**src/hw/irt_params.svh**
```systemverilog
// Offsets, field positions, reset values and timing counts of the IR timer
`ifndef IRT_PARAMS_SVH
`define IRT_PARAMS_SVH

// Register offsets from the port base (bank 2)
`define IRT_OFS_START 3'h4
`define IRT_OFS_IRQ 3'h5
`define IRT_BANK_IR 2'h2

// Field positions of the enable/status register
`define IRT_BIT_CD_EN 7
`define IRT_BIT_CD_FLAG 6
`define IRT_BIT_TMR_EN 1
`define IRT_BIT_TMR_FLAG 0

// Reset values
`define IRT_RST_START 8'h00
`define IRT_RST_EN 1'b0

// Tick period in ns and clock period in ns
`define IRT_TICK_NS 128000
`define IRT_CLK_NS 10
`define IRT_TICK_CYC (`IRT_TICK_NS / `IRT_CLK_NS)

`endif

```
**src/hw/irt_pkg.sv**
```systemverilog
// Types shared by the IR timer block
`default_nettype none
package irt_pkg;
    typedef logic [7:0] irt_byte_t;
endpackage
`default_nettype wire

```
**src/hw/irt_timer.sv**
```systemverilog
// Interval timer and carrier/timer interrupt status of the IR controller
`timescale 1ns/1ps
`default_nettype none
`include "irt_params.svh"

// Contract
// - Software writes an 8-bit start value for the interval down counter.
// - The down counter steps once every 128 us, so the interval is start times 128 us.
// - On reaching zero the counter sets the timer pending flag.
// - Bit 7 enables carrier-detect interrupts; when clear, carrier detect raises none.
// - Bit 6 is set when a 500 kHz keyed carrier is detected.
// - Writing one to bit 6 clears the carrier flag; writing zero leaves it.
// - Bit 1 enables the timer interrupt; when clear the pending flag drives nothing.
// - Bit 0 reads one while a timer interrupt is pending; writing one clears it.
// - The pending flag needs no write of zero to rearm.
module irt_timer
    import irt_pkg::*;
#(
    parameter int TICK_CYCLES = `IRT_TICK_CYC
) (
    // Clock and reset
    input wire logic clk,
    input wire logic rst_b,
    // Register port, one-cycle strobes
    input wire logic [2:0] reg_addr,
    input wire logic [1:0] reg_bank,
    input wire logic reg_wr,
    input wire logic reg_rd,
    input wire logic [7:0] reg_wdata,
    output logic [7:0] reg_rdata,
    // Carrier detector event, one-cycle pulse
    input wire logic carrier_detect,
    // Interrupt request
    output logic irq
);

    // Ticks must be at least three cycles apart for the spacing check
    if (TICK_CYCLES < 3) begin : g_bad_tick
        $error("TICK_CYCLES must be at least 3");
    end

    localparam int TW = $clog2(TICK_CYCLES);

    irt_byte_t start_value;
    logic cd_en;
    logic cd_flag;
    logic tmr_en;
    logic tmr_flag;
    irt_byte_t count;
    logic [TW-1:0] prescale;
    logic running;
    logic tick;
    logic wr_start;
    logic wr_irq;
    logic rd_hit;
    logic hit_zero;
    irt_byte_t next_rdata;

    // Address decode for bank 2
    assign wr_start = reg_wr && reg_bank == `IRT_BANK_IR
        && reg_addr == `IRT_OFS_START;
    assign wr_irq = reg_wr && reg_bank == `IRT_BANK_IR
        && reg_addr == `IRT_OFS_IRQ;
    assign rd_hit = reg_rd && reg_bank == `IRT_BANK_IR;
    assign tick = prescale == TW'(TICK_CYCLES - 1);
    // A start write in the same cycle wins over an expiring count
    assign hit_zero = running && tick && !wr_start && count == 8'h01;

    always_ff @(posedge clk or negedge rst_b) begin
        if (!rst_b) begin
            start_value <= `IRT_RST_START;
        end else if (wr_start) begin
            start_value <= reg_wdata;
        end
    end

    // Enable bits
    always_ff @(posedge clk or negedge rst_b) begin
        if (!rst_b) begin
            cd_en <= `IRT_RST_EN;
            tmr_en <= `IRT_RST_EN;
        end else if (wr_irq) begin
            cd_en <= reg_wdata[`IRT_BIT_CD_EN];
            tmr_en <= reg_wdata[`IRT_BIT_TMR_EN];
        end
    end

    // tick prescaler, restarted by a start-value write
    always_ff @(posedge clk or negedge rst_b) begin
        if (!rst_b) begin
            prescale <= '0;
        end else if (wr_start || tick) begin
            prescale <= '0;
        end else begin
            prescale <= prescale + TW'(1);
        end
    end

    // down counter loaded by a start-value write
    always_ff @(posedge clk or negedge rst_b) begin
        if (!rst_b) begin
            count <= 8'h00;
            running <= 1'b0;
        end else if (wr_start) begin
            count <= reg_wdata;
            running <= reg_wdata != 8'h00;
        end else if (running && tick) begin
            count <= count - 8'h01;
            running <= count != 8'h01;
        end
    end

    // timer pending flag, set wins over clear
    always_ff @(posedge clk or negedge rst_b) begin
        if (!rst_b) begin
            tmr_flag <= 1'b0;
        end else if (hit_zero) begin
            tmr_flag <= 1'b1;
        end else if (wr_irq && reg_wdata[`IRT_BIT_TMR_FLAG]) begin
            tmr_flag <= 1'b0;
        end
    end

    // carrier flag, set wins over clear
    always_ff @(posedge clk or negedge rst_b) begin
        if (!rst_b) begin
            cd_flag <= 1'b0;
        end else if (carrier_detect) begin
            cd_flag <= 1'b1;
        end else if (wr_irq && reg_wdata[`IRT_BIT_CD_FLAG]) begin
            cd_flag <= 1'b0;
        end
    end

    // Read data mux, reserved bits read zero
    always_comb begin
        next_rdata = 8'h00;
        if (reg_addr == `IRT_OFS_START) begin
            next_rdata = start_value;
        end else if (reg_addr == `IRT_OFS_IRQ) begin
            next_rdata[`IRT_BIT_CD_EN] = cd_en;
            next_rdata[`IRT_BIT_CD_FLAG] = cd_flag;
            next_rdata[`IRT_BIT_TMR_EN] = tmr_en;
            next_rdata[`IRT_BIT_TMR_FLAG] = tmr_flag;
        end
    end

    // Registered read data, held until the next bank-2 read
    always_ff @(posedge clk or negedge rst_b) begin
        if (!rst_b) begin
            reg_rdata <= 8'h00;
        end else if (rd_hit) begin
            reg_rdata <= next_rdata;
        end
    end

    always_ff @(posedge clk or negedge rst_b) begin
        if (!rst_b) begin
            irq <= 1'b0;
        end else begin
            irq <= (tmr_flag && tmr_en) || (cd_flag && cd_en);
        end
    end

    chk_timer_sets_flag:
    assert property (@(posedge clk) disable iff (!rst_b)
        hit_zero |=> tmr_flag)
    else $error("timer expiry did not set pending flag");

    chk_tick_spacing:
    assert property (@(posedge clk) disable iff (!rst_b)
        tick && !wr_start |=> !tick [*2])
    else $error("ticks closer than the period");

    chk_count_steps:
    assert property (@(posedge clk) disable iff (!rst_b)
        running && tick && !wr_start |=> count == $past(count) - 8'h01)
    else $error("counter did not step on tick");

    chk_cd_sets:
    assert property (@(posedge clk) disable iff (!rst_b)
        carrier_detect |=> cd_flag)
    else $error("carrier detect not flagged");

    chk_cd_clear:
    assert property (@(posedge clk) disable iff (!rst_b)
        wr_irq && reg_wdata[6] && !carrier_detect |=> !cd_flag)
    else $error("carrier flag not cleared by write one");

    chk_cd_hold:
    assert property (@(posedge clk) disable iff (!rst_b)
        wr_irq && !reg_wdata[6] && cd_flag |=> cd_flag)
    else $error("carrier flag lost on write zero");

    chk_tmr_clear:
    assert property (@(posedge clk) disable iff (!rst_b)
        wr_irq && reg_wdata[0] && !hit_zero |=> !tmr_flag)
    else $error("pending flag not cleared by write one");

    chk_irq_masked:
    assert property (@(posedge clk) disable iff (!rst_b)
        !(tmr_flag && tmr_en) && !(cd_flag && cd_en) |=> !irq)
    else $error("interrupt raised with no enabled flag");

    chk_irq_raised:
    assert property (@(posedge clk) disable iff (!rst_b)
        tmr_flag && tmr_en |=> irq)
    else $error("enabled timer flag raised no interrupt");

    chk_cd_irq:
    assert property (@(posedge clk) disable iff (!rst_b)
        cd_flag && cd_en |=> irq)
    else $error("enabled carrier flag raised no interrupt");

    // Start value store: only a bank-2 write at the start offset lands.
    // A write anywhere else must leave the stored value untouched.

    chk_start_store:
    assert property (@(posedge clk) disable iff (!rst_b)
        wr_start |=> start_value == $past(reg_wdata))
    else $error("start value not stored");

    chk_start_other:
    assert property (@(posedge clk) disable iff (!rst_b)
        reg_wr && !wr_start |=> start_value == $past(start_value))
    else $error("start value changed by a foreign write");

    // Down counter: load, prescaler step, idle hold and stop at zero.
    // The counter is one-shot, so once stopped it must stay parked
    // until software loads a new start value.

    chk_load_count:
    assert property (@(posedge clk) disable iff (!rst_b)
        wr_start |=> count == $past(reg_wdata))
    else $error("counter not loaded by start write");

    chk_prescale_step:
    assert property (@(posedge clk) disable iff (!rst_b)
        !wr_start && !tick |=> prescale == $past(prescale) + TW'(1))
    else $error("prescaler did not advance");

    chk_idle_hold:
    assert property (@(posedge clk) disable iff (!rst_b)
        !running && !wr_start |=> !running && count == $past(count))
    else $error("idle counter moved");

    chk_expiry_stop:
    assert property (@(posedge clk) disable iff (!rst_b)
        hit_zero |=> !running && count == 8'h00)
    else $error("counter did not stop at zero");

    // Timer pending flag: set only by expiry, held until a write of one,
    // and set again by a later expiry without any write of zero.

    chk_tmr_no_spur:
    assert property (@(posedge clk) disable iff (!rst_b)
        !tmr_flag && !hit_zero |=> !tmr_flag)
    else $error("pending flag set without expiry");

    chk_tmr_hold:
    assert property (@(posedge clk) disable iff (!rst_b)
        tmr_flag && !(wr_irq && reg_wdata[0]) |=> tmr_flag)
    else $error("pending flag lost without write one");

    chk_tmr_rearm:
    assert property (@(posedge clk) disable iff (!rst_b)
        !tmr_flag && hit_zero |=> tmr_flag)
    else $error("pending flag not rearmed after clear");

    // Carrier flag: only the detector event may raise it

    chk_cd_no_spur:
    assert property (@(posedge clk) disable iff (!rst_b)
        !cd_flag && !carrier_detect |=> !cd_flag)
    else $error("carrier flag set without event");

    // Enable bits follow every write to the status register

    chk_cd_en_store:
    assert property (@(posedge clk) disable iff (!rst_b)
        wr_irq |=> cd_en == $past(reg_wdata[`IRT_BIT_CD_EN]))
    else $error("carrier enable not stored");

    chk_tmr_en_store:
    assert property (@(posedge clk) disable iff (!rst_b)
        wr_irq |=> tmr_en == $past(reg_wdata[`IRT_BIT_TMR_EN]))
    else $error("timer enable not stored");

    // Read data: what a read returns, and that it holds between reads.
    // Software may sample the byte late, so holding matters.

    chk_rdata_hold:
    assert property (@(posedge clk) disable iff (!rst_b)
        !rd_hit |=> $stable(reg_rdata))
    else $error("read data changed without a read");

    chk_rdata_status:
    assert property (@(posedge clk) disable iff (!rst_b)
        rd_hit && reg_addr == `IRT_OFS_IRQ |=>
        reg_rdata == {$past(cd_en), $past(cd_flag), 4'h0,
        $past(tmr_en), $past(tmr_flag)})
    else $error("status read returned wrong bits");

    chk_rdata_start:
    assert property (@(posedge clk) disable iff (!rst_b)
        rd_hit && reg_addr == `IRT_OFS_START |=>
        reg_rdata == $past(start_value))
    else $error("start value read returned wrong byte");

    chk_rdata_other:
    assert property (@(posedge clk) disable iff (!rst_b)
        rd_hit && reg_addr != `IRT_OFS_START
        && reg_addr != `IRT_OFS_IRQ |=> reg_rdata == 8'h00)
    else $error("unused offset read not zero");

    // Note: the block assumes the carrier detector and the register
    // strobes are already synchronous to clk; an asynchronous source
    // needs a synchroniser in front of this block.

endmodule // irt_timer
`default_nettype wire

```
**config.mk**
```make
export PLATFORM = sky130hd
export DESIGN_NAME = irt_timer
export DESIGN_NICKNAME = d
export VERILOG_FILES = /design/src/hw/irt_pkg.sv /design/src/hw/irt_timer.sv
export VERILOG_INCLUDE_DIRS = /design/src /design/src/hw
export SDC_FILE = /design/constraint.sdc
export NUM_CORES = 1
export LEC_CHECK = 0
export BUFFER_PORTS_ARGS = -buffer_cell sky130_fd_sc_hd__buf_4
export CORE_MARGIN = 5
export CORE_UTILIZATION = 35
export CTS_BUF_LIST = sky130_fd_sc_hd__clkbuf_2 sky130_fd_sc_hd__clkbuf_4 sky130_fd_sc_hd__clkbuf_8
export CTS_CLUSTER_SIZE = 40
export DETAILED_ROUTE_END_ITERATION = 12
export PLACE_DENSITY_LB_ADDON = 0.3
export SLEW_MARGIN = 40
export SYNTH_ARGS = -nofsm -noshare
export SYNTH_HDL_FRONTEND = slang
export SYNTH_SLANG_ARGS = --single-unit
```
**constraint.sdc**
```tcl
create_clock -name clk -period 2.5 [get_ports clk]
set_clock_uncertainty 0.2 [all_clocks]
set_input_delay 0.375 -clock clk [delete_from_list [all_inputs] [get_ports clk]]
set_output_delay 0.375 -clock clk [all_outputs]
set_load 0.02 [all_outputs]
```
==> metrics.txt <==
DRT Pass-1 Iters=4; number of I/O pins=27; TritonCTS buffer count=5; minimum clock period=2210 ps; count leader, synth=dfrtp_1; slowest cell on the critical path=or4_4; CTS Root Cell=clkbuf_8; WL final=4930 um; Die Footprint=0.00782 mm^2; Num Clock Sinks=44; Internal=1.50 mW; gp weighted congestion=0.824; Syn Nets=233; Comb power frac=15.7%; crit start category=flop; post-route ant nets=0; CTS HTree Levels=2; RSZ-0062 raised after global routing=no; Crit Path Class=reg -> reg; Max VDD drop=0.254 mV; fin nets=267; Fin. Hold Viols=0; clock transition at the registers of the reported paths=90 ps; FP Rows=28; Antenna Cells=0; Post-synth EDFFs=0; relative slew slack=60.7%; largest net degree at the start of global routing=45; worst min-delay path class=in -> reg; crit path capture type=flop; Worst EP arrival=2240 ps; Clock power frac=36.8%; vias in the first global route=1,680; layout cells sized above 1=20.6%; Psw=0.562 mW; die height=88.4 um; Sequential Power Share=47.5%; Worst path top cell family by delay=simple AND/OR/NAND/NOR gates; top_reg_cell synth=dfrtp_1; switching share of total power=27.2%; most frequent cells after synthesis=dfrtp_1, nand2_1, nor2_1; # DRC=0; library cells used by synthesis=42; initial antenna violation count=0; Synth-to-Final Area Change=22.2%; starting DRC count in detailed routing=90; drt wl/cell=15.3 um; Design Power=2.06 mW; Skew-Pair Late Insertion Delay=300 ps; worst slew pin tran=585 ps; Via density=5.30; Yosys reg bits=44; Starting Density=36.2%; status=finished, final reports clean; synth top area cells=dfrtp_1, nand2_1, xor2_1; CTS tree=built; Max stage delay on crit path=590 ps; sequential fraction of the synthesis area=51.1%; Vias=1,708; CP bufs+invs=0; part of the cycle the worst path needs=88.4%; Max Slew Vio Count=0; Max-Cap Viols=0; fmax=452 MHz; Core ar.=0.00596 mm^2; setup_tns=0 ps; Max FO, Critical Path=4; Synth Area per Inst=10.2 um^2; synthesized cell area=0.00215 mm^2; Post-DP HPWL=3590 um; asr flop ratio synth=100%; remaining global-route overflow=0; clock buffer depth=2; Synth top area share=51.1%; Die W=88.4 um; critical path data required time=2530 ps; crit-path cells=ha_1 > nand4_1 > or4_4 > nor4_2 > a32o_1; first-pass GRT wire length=8410 um; post-synth top area cell=dfrtp_1; Yosys warning count=0; GRT Total Usage=13.9%; Port Buffers=26; FILL cells=583; leakage=1.17 nW; post-synthesis cell count=212; P per Cell Area=784 mW/mm^2; post-CTS setup buffers=0; Final Setup Violations=0
## power by group through the flow
| stage | Clock [mW] | Sequential (mW) | Combinational [mW] |
|---|---|---|---|
| finish | 0.759 | 0.979 | 0.324 |
| floorplan | 0 | 0.968 | 0.213 |
| CTS | 0.769 | 0.974 | 0.330 |
| global route | 0.806 | 1.00 | 0.375 |
| global placement | 0 | 0.985 | 0.326 |
| detailed placement | 0 | 0.988 | 0.324 |
## registers in the layout, summed over array words and instances (netlist names)
signal / count
count: 8
cd_flag: 1
tmr_flag: 1
cd_en: 1
prescale: 14
tmr_en: 1
irq: 1
reg_rdata: 8
start_value: 8
running: 1
## cell families (layout without fill, tap and decap cells)
kind of cell | Yosys count | count (layout) | share of synthesized area, %
and+or+nand+nor | 97 | 97 | 24.2
DFF | 44 | 44 | 51.1
adders and majority gates | 3 | 3 | 1.74
xor gates and xnor gates | 13 | 13 | 5.29
muxes | 10 | 10 | 4.88
buffers and inverters | 10 | 45 | 1.86
AOI/OAI and AO/OA | 35 | 35 | 10.9
## placed cells by master (no fill, tap or decap), types with 4 or more instances in the layout
cell type,synthesis,layout
and4_1,4,4
nand3b_1,5,5
a21oi_1,7,7
nor4_1,4,4
xor2_1,9,9
a22o_1,5,5
nand3_1,7,7
dfrtp_1,44,44
mux2_2,4,4
inv_1,4,4
o21ai_0,11,11
nand2_1,38,38
nand4_1,5,5
mux2i_1,6,6
nor2_1,16,16
xnor2_1,4,4
clkbuf_8,0,5
buf_4,0,32
## routing by layer
| metal | vias to the layer above | global-route usage (%) | share of wire (%) |
|---|---|---|---|
| li1 | 838 | - | - |
| met1 | 822 | 18.9 | 47 |
| met2 | 39 | 22.2 | 47 |
| met5 | - | 0 | 0 |
| met3 | 9 | 2.61 | 4.2 |
| met4 | 0 | 5.36 | 1.5 |
## worst reg2reg max path, cell delays in order, from the launching register on
cell     delay, ps
dfrtp_1        400
ha_1           250
nand4_1        220
or4_4          590
nor4_2         290
a32o_1         200
## worst paths after layout
kind | endpoint | cells past startpoint | start | slack [ps]
worst max-delay path | tmr_flag | 5 | prescale[0] | 290
worst min-delay path | cd_flag | 2 | carrier_detect | 40
worst max register to register | tmr_flag | 5 | prescale[0] | 290
worst min register to register | start_value[2] | 2 | start_value[2] | 280
max in group asynchronous | tmr_flag | 2 | rst_b | 1320
min in group asynchronous | reg_rdata[2] | 2 | rst_b | 410
## timing repair
action / in CTS / in global routing
gates resized for setup: 0 / 0
setup endpoints to repair: 0 / 0
hold endpoints to repair: 44 / 0
hold buffers: 1 / 0
## cell type report
| class | count | area (um^2) | area share [%] |
|---|---|---|---|
| sequential | 44 | 1100 | 41.8 |
| multi-input combinational | 158 | 1010 | 38.5 |
| timing repair buffer | 33 | 250 | 9.51 |
| tap | 75 | 93.8 | 3.57 |
| clock inverter | 3 | 90.1 | 3.42 |
| clock buffer | 5 | 68.8 | 2.62 |
| inverter | 4 | 15.0 | 0.571 |
## through the flow
| step | setup slack [ps] | util (%) | hold WS [ps] | instance area [um^2] | instances |
|---|---|---|---|---|---|
| after floorplan | 473 | - | -121 | 2150 | 212 |
| after global placement | 407 | 41.3 | 214 | 2460 | 313 |
| after detailed placement | 346 | 41.3 | 212 | 2460 | 313 |
| after CTS | 306 | 44.2 | 41.2 | 2630 | 322 |
| after global routing | 169 | 44.2 | 44.6 | 2630 | 322 |
| final | 289 | 44.2 | 44.5 | 2630 | 322 |
No activity file was read; power rests on OpenSTA's default activity.
